### src/hdl/timer_io_cfg.svh
`ifndef TIMER_IO_CFG_SVH
`define TIMER_IO_CFG_SVH

// field positions inside an i/o control register
`define FLD_B_HI        7
`define FLD_B_LO        4
`define FLD_A_HI        3
`define FLD_A_LO        0
`define FLD_CAP_BIT     3
`define FLD_INIT_BIT    2
`define FLD_ALT_B_BIT   1
`define FIELD_RESET     4'h0
`define IOC_RESET       8'h00

// compare-match pin actions (low two bits of a field)
`define ACT_NONE        2'h0
`define ACT_LOW         2'h1
`define ACT_HIGH        2'h2
`define ACT_TOGGLE      2'h3
// capture edge selections (low two bits of a capture field)
`define EDGE_RISE       2'h0
`define EDGE_FALL       2'h1

// apb byte offsets
`define OFF_CH1_IOC     8'h00
`define OFF_CH2_IOC     8'h04
`define OFF_CH1_GRA     8'h08
`define OFF_CH1_GRB     8'h0C
`define OFF_CH2_GRA     8'h10
`define OFF_CH2_GRB     8'h14
`define OFF_STATUS      8'h18
`define OFF_MASK        8'h1C
`define WORD_ALIGN_MASK 8'h03

// status and mask bit positions
`define ST_CH1A         0
`define ST_CH1B         1
`define ST_CH2A         2
`define ST_CH2B         3
`define ST_WIDTH        4
`define ST_RESET        4'h0

`endif

### src/hdl/timer_io_pkg.sv
`default_nettype none
package timer_io_pkg;

   // which general register a field belongs to; decoding differs per slot
   typedef enum logic [1:0] {
      slot_ch1_a = 2'h0,
      slot_ch1_b = 2'h1,
      slot_ch2   = 2'h2
   } slot_e;

   // decoded behaviour of one general register
   typedef struct packed {
      logic       out_en;
      logic       init_level;
      logic [1:0] action;
      logic       cap_rise;
      logic       cap_fall;
      logic       cap_alt;
   } mode_s;

endpackage
`default_nettype wire

### src/hdl/gen_reg_unit.sv
`timescale 1ns/1ps
`default_nettype none
`include "timer_io_cfg.svh"

module gen_reg_unit #(
   parameter int WIDTH = 16
) (
   input  wire logic             mclk,
   input  wire logic             sys_rst,
   input  wire logic [WIDTH-1:0] count,
   input  wire logic             out_en,
   input  wire logic             init_level,
   input  wire logic [1:0]       action,
   input  wire logic             cap_rise,
   input  wire logic             cap_fall,
   input  wire logic             cap_alt,
   input  wire logic             cfg_load,
   input  wire logic             alt_event,
   input  wire logic             pin_raw,
   input  wire logic             wr_en,
   input  wire logic [WIDTH-1:0] wr_data,
   output logic      [WIDTH-1:0] gen_reg,
   output logic                  pin_out,
   output logic                  pin_oe,
   output logic                  event_pulse
);

   logic sync1;
   logic sync2;
   logic sync3;
   logic level;
   logic eq_d;

   // a pin change counts once the second and third stages agree
   wire next_level = (sync2 == sync3) ? sync3 : level;
   wire rise       = next_level & ~level;
   wire fall       = ~next_level & level;
   wire cap_mode   = cap_rise | cap_fall | cap_alt;
   wire cap_hit    = (cap_rise & rise) | (cap_fall & fall) | (cap_alt & alt_event);
   wire eq         = (count == gen_reg);
   // match only on the cycle the counter arrives at the register value
   wire cmp_hit    = ~cap_mode & eq & ~eq_d;

   // three-stage pin synchroniser and filtered level
   always_ff @(posedge mclk or posedge sys_rst) begin
      if (sys_rst) begin
         sync1 <= 1'b0;
         sync2 <= 1'b0;
         sync3 <= 1'b0;
         level <= 1'b0;
      end else begin
         sync1 <= pin_raw;
         sync2 <= sync1;
         sync3 <= sync2;
         level <= next_level;
      end
   end

   // general register: capture beats a software write in the same cycle
   always_ff @(posedge mclk or posedge sys_rst) begin
      if (sys_rst) begin
         gen_reg <= {WIDTH{1'b1}};
      end else if (cap_hit) begin
         gen_reg <= count;
      end else if (wr_en) begin
         gen_reg <= wr_data;
      end
   end

   // compare history and event strobe
   always_ff @(posedge mclk or posedge sys_rst) begin
      if (sys_rst) begin
         eq_d        <= 1'b1;
         event_pulse <= 1'b0;
      end else begin
         eq_d        <= eq;
         event_pulse <= cap_hit | cmp_hit;
      end
   end

   // pin drive: initial level on configuration, then the match action
   always_ff @(posedge mclk or posedge sys_rst) begin
      if (sys_rst) begin
         pin_out <= 1'b0;
         pin_oe  <= 1'b0;
      end else begin
         pin_oe <= out_en;
         if (cfg_load && out_en) begin
            pin_out <= init_level;
         end else if (cmp_hit && out_en) begin
            unique case (action)
               `ACT_LOW:    pin_out <= 1'b0;
               `ACT_HIGH:   pin_out <= 1'b1;
               `ACT_TOGGLE: pin_out <= ~pin_out;
               default:     pin_out <= pin_out;
            endcase
         end
      end
   end

endmodule // gen_reg_unit
`default_nettype wire

### src/hdl/timer_ch1_ch2_io_control.sv
// What this block does
// - eight-bit control, high nibble B, low nibble A
// - zero field: compare, pin off, reset value
// - 0001-0011: start low, then low/high/toggle
// - 0100 off; 0101-0111: start high, low/high/toggle
// - 1000: capture on own pin rising edge
// - 1001: capture on own pin falling edge
// - 1010 and 1011: capture on both edges
// - channel 1 A, 11xx: capture on chan0 A event
// - channel 1 B, 1100/1101: capture on chan0 C event
// - channel 2, 11xx: same as 10xx pin capture
//
// The placing of the registers and the APB slave port were chosen for this implementation.
`timescale 1ns/1ps
`default_nettype none
`include "timer_io_cfg.svh"

module timer_ch1_ch2_io_control
   import timer_io_pkg::*;
#(
   parameter int WIDTH = 16
) (
   input  wire logic             mclk,
   input  wire logic             sys_rst,
   input  wire logic [7:0]       paddr,
   input  wire logic             psel,
   input  wire logic             penable,
   input  wire logic             pwrite,
   input  wire logic [31:0]      pwdata,
   output logic      [31:0]      prdata,
   output logic                  pready,
   output logic                  pslverr,
   input  wire logic [WIDTH-1:0] chan1_count,
   input  wire logic [WIDTH-1:0] chan2_count,
   input  wire logic             chan0_reg_a_event,
   input  wire logic             chan0_reg_c_event,
   input  wire logic             chan1_pin_a_in,
   output logic                  chan1_pin_a_out,
   output logic                  chan1_pin_a_oe,
   input  wire logic             chan1_pin_b_in,
   output logic                  chan1_pin_b_out,
   output logic                  chan1_pin_b_oe,
   input  wire logic             chan2_pin_a_in,
   output logic                  chan2_pin_a_out,
   output logic                  chan2_pin_a_oe,
   input  wire logic             chan2_pin_b_in,
   output logic                  chan2_pin_b_out,
   output logic                  chan2_pin_b_oe,
   output logic                  irq
);

   // decode one four-bit function field for a given slot
   //   0xxx: compare; bit 2 picks the start level, low bits the match action
   //         (zero low bits leave the pin released, the match still flags)
   //   10xx: capture on the own pin; 00 rising, 01 falling, 1x both edges
   //   11xx: channel 2 repeats the pin capture choices of 10xx
   //         channel 1 a captures on every channel 0 register a event
   //         channel 1 b captures on channel 0 register c events for 110x
   //         and for 111x only flags compare matches, with the pin released
   // a 11xx field on channel 1 never looks at its pin
   // the start level is applied by the unit, not by this decode
   function automatic mode_s decode_field(input logic [3:0] f, input slot_e slot);
      mode_s m;
      m = '0;
      if (!f[`FLD_CAP_BIT]) begin
         // output compare; zero low bits keep the pin released
         m.out_en     = (f[1:0] != `ACT_NONE);
         m.init_level = f[`FLD_INIT_BIT];
         m.action     = f[1:0];
      end else if (!f[`FLD_INIT_BIT] || slot == slot_ch2) begin
         // pin capture; 11xx on channel 2 mirrors 10xx
         m.cap_rise = (f[1:0] != `EDGE_FALL);
         m.cap_fall = (f[1:0] != `EDGE_RISE);
      end else if (slot == slot_ch1_a) begin
         m.cap_alt = 1'b1;
      end else begin
         m.cap_alt = ~f[`FLD_ALT_B_BIT];
      end
      return m;
   endfunction

   // software-visible registers
   // status and mask share one layout: one bit per general register
   logic [7:0]           chan1_io_control;
   logic [7:0]           chan2_io_control;
   logic [`ST_WIDTH-1:0] status;
   logic [`ST_WIDTH-1:0] mask;

   // general register values and event strobes from the four units
   // each unit owns its register; software writes reach it through wr_en
   logic [WIDTH-1:0]     chan1_general_reg_a;
   logic [WIDTH-1:0]     chan1_general_reg_b;
   logic [WIDTH-1:0]     chan2_general_reg_a;
   logic [WIDTH-1:0]     chan2_general_reg_b;
   logic [`ST_WIDTH-1:0] events;

   // apb phase and address decode
   //   no wait states: ready rises in the cycle after setup, and a write
   //   lands at the edge where ready is seen with select and enable
   wire setup_ph  = psel & ~penable;
   wire access_ph = psel & penable & pready;
   wire wr_acc    = access_ph & pwrite;
   wire aligned   = ((paddr & `WORD_ALIGN_MASK) == 8'h00);
   wire hit_c1ioc = aligned & (paddr == `OFF_CH1_IOC);
   wire hit_c2ioc = aligned & (paddr == `OFF_CH2_IOC);
   wire hit_c1gra = aligned & (paddr == `OFF_CH1_GRA);
   wire hit_c1grb = aligned & (paddr == `OFF_CH1_GRB);
   wire hit_c2gra = aligned & (paddr == `OFF_CH2_GRA);
   wire hit_c2grb = aligned & (paddr == `OFF_CH2_GRB);
   wire hit_stat  = aligned & (paddr == `OFF_STATUS);
   wire hit_mask  = aligned & (paddr == `OFF_MASK);
   wire mapped    = hit_c1ioc | hit_c2ioc | hit_c1gra | hit_c1grb |
                    hit_c2gra | hit_c2grb | hit_stat | hit_mask;

   // write strobes, taken only at the completing access edge
   // an unmapped or unaligned address matches no strobe, so the write is dropped
   wire wr_c1ioc = wr_acc & hit_c1ioc;
   wire wr_c2ioc = wr_acc & hit_c2ioc;
   wire wr_c1gra = wr_acc & hit_c1gra;
   wire wr_c1grb = wr_acc & hit_c1grb;
   wire wr_c2gra = wr_acc & hit_c2gra;
   wire wr_c2grb = wr_acc & hit_c2grb;
   wire wr_stat  = wr_acc & hit_stat;
   wire wr_mask  = wr_acc & hit_mask;

   // field split of the two control registers
   // channel 2 uses the same split; only the decode of 11xx differs
   wire [3:0] c1a_field = chan1_io_control[`FLD_A_HI:`FLD_A_LO];
   wire [3:0] c1b_field = chan1_io_control[`FLD_B_HI:`FLD_B_LO];
   wire [3:0] c2a_field = chan2_io_control[`FLD_A_HI:`FLD_A_LO];
   wire [3:0] c2b_field = chan2_io_control[`FLD_B_HI:`FLD_B_LO];
   wire [3:0] new_a     = pwdata[`FLD_A_HI:`FLD_A_LO];
   wire [3:0] new_b     = pwdata[`FLD_B_HI:`FLD_B_LO];

   // reload the initial pin level only when a field actually changes
   // so rewriting the same value leaves a running output alone
   wire load_c1a = wr_c1ioc & (new_a != c1a_field);
   wire load_c1b = wr_c1ioc & (new_b != c1b_field);
   wire load_c2a = wr_c2ioc & (new_a != c2a_field);
   wire load_c2b = wr_c2ioc & (new_b != c2b_field);

   // modes follow the written value so the unit sees it with the load strobe
   // otherwise the start level would be taken under the old field's mode
   wire [3:0] c1a_eff = load_c1a ? new_a : c1a_field;
   wire [3:0] c1b_eff = load_c1b ? new_b : c1b_field;
   wire [3:0] c2a_eff = load_c2a ? new_a : c2a_field;
   wire [3:0] c2b_eff = load_c2b ? new_b : c2b_field;

   // decoded behaviour handed to each general register unit
   mode_s m_c1a;
   mode_s m_c1b;
   mode_s m_c2a;
   mode_s m_c2b;
   assign m_c1a = decode_field(c1a_eff, slot_ch1_a);
   assign m_c1b = decode_field(c1b_eff, slot_ch1_b);
   assign m_c2a = decode_field(c2a_eff, slot_ch2);
   assign m_c2b = decode_field(c2b_eff, slot_ch2);

   // read mux, narrow registers zero-extended
   // the value is taken at setup, so a capture during access shows next read
   wire [31:0] rd_mux =
      hit_c1ioc ? {24'h000000, chan1_io_control} :
      hit_c2ioc ? {24'h000000, chan2_io_control} :
      hit_c1gra ? 32'(chan1_general_reg_a) :
      hit_c1grb ? 32'(chan1_general_reg_b) :
      hit_c2gra ? 32'(chan2_general_reg_a) :
      hit_c2grb ? 32'(chan2_general_reg_b) :
      hit_stat  ? 32'(status) :
      hit_mask  ? 32'(mask) : 32'h00000000;

   // sticky status: a new event wins over a write-one clear
   // an event in the same cycle as its clear leaves the bit set
   wire [`ST_WIDTH-1:0] clr_bits    = wr_stat ? pwdata[`ST_WIDTH-1:0] : `ST_RESET;
   wire [`ST_WIDTH-1:0] next_status = (status & ~clr_bits) | events;

   // apb ready: one pulse, in the cycle after every setup
   always_ff @(posedge mclk or posedge sys_rst) begin
      if (sys_rst) begin
         pready <= 1'b0;
      end else begin
         pready <= setup_ph;
      end
   end

   // apb read data: taken at setup, held until the next setup
   always_ff @(posedge mclk or posedge sys_rst) begin
      if (sys_rst) begin
         prdata <= 32'h00000000;
      end else if (setup_ph) begin
         prdata <= rd_mux;
      end
   end

   // apb error: unmapped or unaligned addresses are refused
   always_ff @(posedge mclk or posedge sys_rst) begin
      if (sys_rst) begin
         pslverr <= 1'b0;
      end else begin
         pslverr <= setup_ph & ~mapped;
      end
   end

   // channel 1 control, reset to output-disabled fields
   always_ff @(posedge mclk or posedge sys_rst) begin
      if (sys_rst) begin
         chan1_io_control <= `IOC_RESET;
      end else if (wr_c1ioc) begin
         chan1_io_control <= pwdata[7:0];
      end
   end

   // channel 2 control, reset to output-disabled fields
   always_ff @(posedge mclk or posedge sys_rst) begin
      if (sys_rst) begin
         chan2_io_control <= `IOC_RESET;
      end else if (wr_c2ioc) begin
         chan2_io_control <= pwdata[7:0];
      end
   end

   // unmasked pending bits; any one of them raises the interrupt
   wire [`ST_WIDTH-1:0] pending = status & mask;

   // sticky status register
   always_ff @(posedge mclk or posedge sys_rst) begin
      if (sys_rst) begin
         status <= `ST_RESET;
      end else begin
         status <= next_status;
      end
   end

   // interrupt mask, same layout as status
   always_ff @(posedge mclk or posedge sys_rst) begin
      if (sys_rst) begin
         mask <= `ST_RESET;
      end else if (wr_mask) begin
         mask <= pwdata[`ST_WIDTH-1:0];
      end
   end

   // level interrupt, one cycle behind status
   always_ff @(posedge mclk or posedge sys_rst) begin
      if (sys_rst) begin
         irq <= 1'b0;
      end else begin
         irq <= |pending;
      end
   end

   // channel 1 register a: pin a or channel 0 register a events
   // the unit synchronises its own pin; channel 0 strobes share this clock
   gen_reg_unit #(.WIDTH(WIDTH)) u_c1a (
      .mclk        (mclk),
      .sys_rst     (sys_rst),
      .count       (chan1_count),
      .out_en      (m_c1a.out_en),
      .init_level  (m_c1a.init_level),
      .action      (m_c1a.action),
      .cap_rise    (m_c1a.cap_rise),
      .cap_fall    (m_c1a.cap_fall),
      .cap_alt     (m_c1a.cap_alt),
      .cfg_load    (load_c1a),
      .alt_event   (chan0_reg_a_event),
      .pin_raw     (chan1_pin_a_in),
      .wr_en       (wr_c1gra),
      .wr_data     (pwdata[WIDTH-1:0]),
      .gen_reg     (chan1_general_reg_a),
      .pin_out     (chan1_pin_a_out),
      .pin_oe      (chan1_pin_a_oe),
      .event_pulse (events[`ST_CH1A])
   );

   // channel 1 register b: pin b or channel 0 register c events
   // 111x leaves this register with neither capture nor pin drive
   gen_reg_unit #(.WIDTH(WIDTH)) u_c1b (
      .mclk        (mclk),
      .sys_rst     (sys_rst),
      .count       (chan1_count),
      .out_en      (m_c1b.out_en),
      .init_level  (m_c1b.init_level),
      .action      (m_c1b.action),
      .cap_rise    (m_c1b.cap_rise),
      .cap_fall    (m_c1b.cap_fall),
      .cap_alt     (m_c1b.cap_alt),
      .cfg_load    (load_c1b),
      .alt_event   (chan0_reg_c_event),
      .pin_raw     (chan1_pin_b_in),
      .wr_en       (wr_c1grb),
      .wr_data     (pwdata[WIDTH-1:0]),
      .gen_reg     (chan1_general_reg_b),
      .pin_out     (chan1_pin_b_out),
      .pin_oe      (chan1_pin_b_oe),
      .event_pulse (events[`ST_CH1B])
   );

   // channel 2 register a: pin capture only
   // no channel 0 source here, so the alternate event is held low
   gen_reg_unit #(.WIDTH(WIDTH)) u_c2a (
      .mclk        (mclk),
      .sys_rst     (sys_rst),
      .count       (chan2_count),
      .out_en      (m_c2a.out_en),
      .init_level  (m_c2a.init_level),
      .action      (m_c2a.action),
      .cap_rise    (m_c2a.cap_rise),
      .cap_fall    (m_c2a.cap_fall),
      .cap_alt     (m_c2a.cap_alt),
      .cfg_load    (load_c2a),
      .alt_event   (1'b0),
      .pin_raw     (chan2_pin_a_in),
      .wr_en       (wr_c2gra),
      .wr_data     (pwdata[WIDTH-1:0]),
      .gen_reg     (chan2_general_reg_a),
      .pin_out     (chan2_pin_a_out),
      .pin_oe      (chan2_pin_a_oe),
      .event_pulse (events[`ST_CH2A])
   );

   // channel 2 register b: pin capture only
   // same decode as register a of this channel
   gen_reg_unit #(.WIDTH(WIDTH)) u_c2b (
      .mclk        (mclk),
      .sys_rst     (sys_rst),
      .count       (chan2_count),
      .out_en      (m_c2b.out_en),
      .init_level  (m_c2b.init_level),
      .action      (m_c2b.action),
      .cap_rise    (m_c2b.cap_rise),
      .cap_fall    (m_c2b.cap_fall),
      .cap_alt     (m_c2b.cap_alt),
      .cfg_load    (load_c2b),
      .alt_event   (1'b0),
      .pin_raw     (chan2_pin_b_in),
      .wr_en       (wr_c2grb),
      .wr_data     (pwdata[WIDTH-1:0]),
      .gen_reg     (chan2_general_reg_b),
      .pin_out     (chan2_pin_b_out),
      .pin_oe      (chan2_pin_b_oe),
      .event_pulse (events[`ST_CH2B])
   );

endmodule // timer_ch1_ch2_io_control
`default_nettype wire

### config.mk
export PLATFORM = sky130hd
export DESIGN_NAME = timer_ch1_ch2_io_control
export DESIGN_NICKNAME = d
export VERILOG_FILES = /design/src/hdl/timer_io_pkg.sv /design/src/hdl/gen_reg_unit.sv /design/src/hdl/timer_ch1_ch2_io_control.sv
export VERILOG_INCLUDE_DIRS = /design/src /design/src/hdl
export SDC_FILE = /design/constraint.sdc
export NUM_CORES = 1
export LEC_CHECK = 0
export ABC_CLOCK_PERIOD_IN_PS = 7400
export BUFFER_PORTS_ARGS = -buffer_cell sky130_fd_sc_hd__buf_2
export CAP_MARGIN = 20
export CORE_MARGIN = 4
export CORE_UTILIZATION = 50
export DETAILED_ROUTE_END_ITERATION = 16
export PLACE_DENSITY_LB_ADDON = 0.08
export SYNTH_ARGS = -nofsm -noshare
export SYNTH_HDL_FRONTEND = slang
export SYNTH_SLANG_ARGS = --single-unit
### constraint.sdc
create_clock -name mclk -period 7.4 [get_ports mclk]
set_clock_uncertainty 0.05 [all_clocks]
set_input_delay 0.74 -clock mclk [delete_from_list [all_inputs] [get_ports mclk]]
set_output_delay 0.74 -clock mclk [all_outputs]
set_load 0.02 [all_outputs]
**Word level (Yosys, flattened, before mapping)**

Cells that the tools add are included.

- Register bits after elaboration: 155
- Logic and storage cells: 262
- Output and inout port bits: 43

- Eq/ne operators: 35
- Bitwise logic cells: 103
- Multiplexer cells: 49
- Reduce and logical (&&, ||, !) cells: 31

Operator list:

| operator | count |
|---|---|
| $mux W16 | 14 |
| $eq A16 B16 Y1 | 4 |
| $and A1 B1 Y1 | 51 |
| $mux W4 | 11 |
| $eq A8 B5 Y1 const B | 4 |
| $or A1 B1 Y1 | 25 |
| $reduce_bool A2 Y1 | 12 |
| $not A1 Y1 | 23 |
| $eq A2 B2 Y1 const B | 8 |
| $eq A8 B4 Y1 const B | 2 |
| $logic_not A8 Y1 | 2 |
| $ne A4 B4 Y1 | 4 |
| $reduce_bool A4 Y1 | 4 |
| $mux W1 | 14 |
| $mux W3 | 4 |
| $pmux W1 S3 | 4 |
| $and A4 B4 Y4 | 2 |
| $eq A2 B1 Y1 const B | 4 |
| $eq A8 B3 Y1 const B | 1 |
| $logic_and A1 B1 Y1 | 8 |
| $ne A2 B1 Y1 const B | 4 |
| $reduce_and A2 Y1 | 4 |
| $eq A1 B1 Y1 | 4 |
| $mux W2 | 2 |
| 3 further kinds | 3 |

**Depth between registers and ports, before layout**

- Word-level depth: 17
- Depth in mapped cells: 10
- Mapped depth without buffers: 6

**By module**

Synthesis repeated with hierarchy kept, for this count alone.

- Cells, all modules: 848
- Area, all modules: 8207.9 um^2

By module, submodules not included:

| module | area each (um^2) | seq. area each (um^2) | cells each | times used |
|---|---|---|---|---|
| gen_reg_unit | 1222.4 | 621.8 | 116 | 4 |
| timer_ch1_ch2_io_control | 3318.2 | 1076.0 | 384 | 1 |

**Least setup slack after synthesis**

Ideal clock, no wire load.

- Kind: input to register
- From: input paddr[3]
- To: register u_c2a.pin_out
- Cell stages on the path: 8
- Setup slack: 4019 ps
- Data required time: 7263 ps
- Setup time: 87 ps
- Data arrival time: 3244 ps
- Cells stage by stage: clkbuf_1 > or4b_2 > nor3_1 > buf_2 > mux2i_1 > nand3_1 > or4b_2 > o211ai_1

- Word-level cells in the longest chain between the ends: 15
- Elaborated cells on any way between the ends: 25

RTL lines:

| element | line | text |
|---|---|---|
| start, declared | timer_ch1_ch2_io_control.sv:25 | `input wire logic [7:0] paddr,` |
| $eq A8 B3 Y1 (no line) (*) | -- |  |
| $and A1 B1 Y1 (*) | timer_ch1_ch2_io_control.sv:105 | `` wire hit_c2ioc = aligned & (paddr == `OFF_CH2_IOC); `` |
| $and A1 B1 Y1 (*) | timer_ch1_ch2_io_control.sv:118 | `wire wr_c2ioc = wr_acc & hit_c2ioc;` |
| $and A1 B1 Y1 (*) | timer_ch1_ch2_io_control.sv:139 | `wire load_c2a = wr_c2ioc & (new_a != c2a_field);` |
| $mux W4 | timer_ch1_ch2_io_control.sv:146 | `wire [3:0] c2a_eff = load_c2a ? new_a : c2a_field;` |
| $ne A2 B1 Y1 (no line) or $reduce_bool A2 Y1 (tied branches) | -- |  |
| $mux W3 | timer_ch1_ch2_io_control.sv:65 | `` if (!f[`FLD_CAP_BIT]) begin `` |
| $or A1 B1 Y1 (2 in series) | gen_reg_unit.sv:38 | `wire cap_mode = cap_rise \| cap_fall \| cap_alt;` |
| $not A1 Y1 | gen_reg_unit.sv:42 | `wire cmp_hit = ~cap_mode & eq & ~eq_d;` |
| $and A1 B1 Y1 (2 in series) | gen_reg_unit.sv:42 |  |
| $logic_and A1 B1 Y1 | gen_reg_unit.sv:90 | `end else if (cmp_hit && out_en) begin` |
| $reduce_bool A2 Y1 (no line) | -- |  |
| $reduce_and A2 Y1 (no line) | -- |  |
| end signal, assigned | gen_reg_unit.sv:89 | `pin_out <= init_level;` |
| end signal, assigned | gen_reg_unit.sv:94 | `` `ACT_TOGGLE: pin_out <= ~pin_out; `` |
| end signal, assigned | gen_reg_unit.sv:95 | `default: pin_out <= pin_out;` |
| end, declared | gen_reg_unit.sv:23 | `output logic pin_out,` |

Every way passes the cells marked *; elsewhere a longest branch is shown, timed or not. The select of a mux whose other input is x is not followed.
A chain may end at the register's enable or synchronous reset.

**Worst setup path in the final report**

- From: input paddr[2]
- To: register u_c2b.gen_reg[5]

- Word-level cells in the longest chain between the ends: 10
- Elaborated cells on any way between the ends: 16

RTL lines:

| element | line | text |
|---|---|---|
| $eq A8 B3 Y1 (no line) | -- |  |
| $and A1 B1 Y1 | timer_ch1_ch2_io_control.sv:105 |  |
| $and A1 B1 Y1 | timer_ch1_ch2_io_control.sv:118 |  |
| $and A1 B1 Y1 | timer_ch1_ch2_io_control.sv:140 | `wire load_c2b = wr_c2ioc & (new_b != c2b_field);` |
| $mux W4 | timer_ch1_ch2_io_control.sv:147 | `wire [3:0] c2b_eff = load_c2b ? new_b : c2b_field;` |
| $ne A2 B1 Y1 (no line) or $reduce_bool A2 Y1 (tied branches) | -- |  |
| $mux W3 | timer_ch1_ch2_io_control.sv:65 |  |
| $and A1 B1 Y1 | gen_reg_unit.sv:39 | `wire cap_hit = (cap_rise & rise) \| (cap_fall & fall) \| (cap_alt & alt_event);` |
| $or A1 B1 Y1 | gen_reg_unit.sv:39 |  |
| $mux W16 or $reduce_bool A2 Y1 (tied branches) | -- |  |
| end signal, assigned | gen_reg_unit.sv:62 | `gen_reg <= {WIDTH{1'b1}};` |
| end signal, assigned | gen_reg_unit.sv:64 | `gen_reg <= count;` |
| end signal, assigned | gen_reg_unit.sv:66 | `gen_reg <= wr_data;` |
| end, declared | gen_reg_unit.sv:22 | `output logic [WIDTH-1:0] gen_reg,` |

Parallel ways exist; a longest one is shown, timed or not.

==> results.cfg <==
[outcome]
outcome = finished, final reports clean

[timing]
setup_viol_count_final = 0
max_slew_violation_count = 0
crit_path_time_final_ps = 3530
slew_headroom_pct = 33.1
setup-tns-final_ps = 0
finalHoldWorstSlack_ps = 300
max_slew.worst_pin.slew_ps = 995
grt_setup_unrepaired = no
achievable-frequency_mhz = 283
timing.final.ws_setup_ps = 3870
timing_hold_violations_final = 0
final_min_period_over_clock_period_pct = 47.7

[pwr]
irDropWorstVdd_v = 0.000201
total_switching_power_mw = 0.438
p_leak_nw = 4.11
share_clk_of_total_power_pct = 46.5
netSwitchingFraction_pct = 24.7
power_per_cell_area_mw_per_mm2 = 193
share_comb_of_total_power_pct = 8.6
seq_power_share_pct = 44.9
intPower_mw = 1.33
design_power_total_mw = 1.77

[floorplanning]
floorplan.initialDensity_pct = 50.7
die_width_um = 135
top_level_ports = 126
num_rows = 46
die_h_um = 135
die-area_sq_mm = 0.0181
floorplan.core_area_sq_mm = 0.0158

[place]
place_ws_ps = 3400
port_buffers = 93
place.detailed.instances = 1056
detailed_place.area_sq_mm = 0.00860
finalWeightedCongestion = 0.927
detailedPlacementHpwl_um = 16500

[yosys]
postSynthRegisterBits = 139
netlist_top_cells_count = 106 x nand2_1, 71 x dfrtp_1, 68 x dfstp_2, 62 x mux2_2, 59 x o21ai_0
synth_largest_type_area_fraction_pct = 22.3
post_synth_mux_area_share_pct = 16.2
synth-compound-area-share_pct = 12.7
post_synth_main_area_contributors = dfstp_2 22%, dfrtp_1 22%, mux2_2 8.7%
synth_edf_count = 0
seq_area_frac_synth_pct = 44.4
synth_adder_area_share_pct = 0
postSynthCellCount = 777
synth_top_family_by_area = multiplexers
avgSynthCellArea_sq_um = 10.3
post_synth_xor_area_fraction_pct = 8.62
synth_largest_area_cell = dfstp_2
yosys_warn_count = 0
synth-async-reset-ratio_pct = 100
post_synth_num_cell_types = 73
synth-main-ff-cell = dfrtp_1
synthMostInstantiatedCell = nand2_1
synth_cell_area_sq_mm = 0.00803
post_synth_and_or_nand_nor_area_fraction_pct = 13.4

[critical_path]
rr_worst_depth = 6
critPathRequiredTime_ps = 7690
worst_path_dominant_cell_family = simple AND/OR/NAND/NOR gates
timing.rr.end = u_c1b.gen_reg[9]
start_kind = input port
worstReg2RegStart = pready
crit_path_top_delay_cell = nand2_1
crit_type = input port to flip-flop
cp_cell_sequence = buf_2 > or4b_2 > nor2_1 > nand2_1 > mux2i_1 > o21ai_0
path_max_fanout = 20
worst_path_arrival_ps = 3810
crit_buf_inv = 1
critPathMaxStageDelay_ps = 790
setup.reg_to_reg.worst_slack_ps = 4230
critical_path.endpoint_type = flip-flop

[route]
wl_per_cell_um = 21.2
drt_iter0_drc = 357
drt_pass1_iterations = 5
vias = 6304
viasPerCell = 5.79
detail_route.drc_violations = 0
drt.antenna.violating_nets = 0
wirelength_um = 23100

[cts]
holdBufCountCts = 0
worst_skew_pair.late_latency_ps = 430
cts_root_buffer = clkbuf_16
tritoncts = built
cts_repair_resize_count = 0
cts_made_buffers = 17
cts_sinks = 139
clock_tree.htree_level_count = 4
number_of_buffers_inserted_to_repair_setup_after_cts = 0
clockBufferDepth = 2
clk_transition_reported_paths_ps = 60

[cells_and_area]
finalInstanceArea_sq_mm = 0.00917
post-route-util_pct = 57.9
final_layout_size_suffix_gt1_share_pct = 33.5
fill_cells = 1384
num-nets-final = 942
insertedDiodeCount = 0
syn2layout_area_growth_pct = 14.2
final_cell_count_no_fill = 1088

[job]
max_cap_viol_count = 0

[grt]
grt_start_max_net_pins = 73
gr_ovfl_total = 0
gr-usage-all-layers_pct = 26.0
vias_in_the_first_global_route = 6459
grt_pass1_wl_um = 36400
antenna_found_initial = 1

[worst_hold_path]
min_delay_path_depth = 0
min_to = u_c2b.sync2
classification_of_the_worst_slack_hold_path = flip-flop to flip-flop
holdCritStartpoint = u_c2b.sync1
[placed cells by master, fill, tap and decap left out, types with 17 or more instances in the layout]
| cell type | instances |
|---|---|
| a21oi_1 | 23 |
| buf_2 | 93 |
| clkbuf_16 | 18 |
| mux2_2 | 62 |
| o21ai_0 | 59 |
| mux2i_1 | 42 |
| nand4_1 | 17 |
| dfstp_2 | 68 |
| dfrtp_1 | 71 |
| nand2_1 | 106 |
| xor2_1 | 21 |
| xnor2_1 | 58 |
| nor2_1 | 36 |
[area by class of cell]
cell class / count / area (sq um) / area share, %
tap: 216 / 270 / 2.95
multi-input combinational: 582 / 4150 / 45.3
clock inverter: 5 / 30.0 / 0.327
inverter: 17 / 68.8 / 0.750
timing repair buffer: 102 / 541 / 5.89
sequential: 139 / 3560 / 38.9
clock buffer: 27 / 544 / 5.93
[how the worst max path moves through the flow]
stage               slack [ps]  depth (start not counted)     start             endpoint
finish                    3870                          6  paddr[2]     u_c2b.gen_reg[5]
global route              3540                          7  paddr[2]     u_c2b.gen_reg[1]
CTS                       3880                          6  paddr[2]     u_c2b.gen_reg[5]
detailed placement        3400                          6  paddr[2]     u_c2b.gen_reg[5]
global placement          3420                          7  paddr[2]     u_c2b.gen_reg[1]
floorplan                 3000                          1   sys_rst  chan1_io_control[0]
[per-layer routing]
layer	track usage [%]	wire length (um)
met5	0	12
met4	8.54	598
met3	5.40	1260
met2	42.2	11100
met1	34.9	10100
[power by group through the flow]
stage          sequential, mW  combinational, mW  clock (mW)
2_1_floorplan           0.808             0.0887           0
3_3_place_gp            0.806              0.149           0
3_5_place_dp            0.807              0.151           0
4_1_cts                 0.795              0.152       0.837
5_1_grt                 0.797              0.166       0.868
6_report                0.795              0.152       0.824
[kinds of logic after synthesis]
group / count (synthesis)
muxes: 115
other: 1
AOI/OAI and AO/OA: 154
xor gates and xnor gates: 79
DFF: 139
buffers and inverters: 71
and+or+nand+nor: 218
Note: power is estimated with default switching activity, not from simulation.
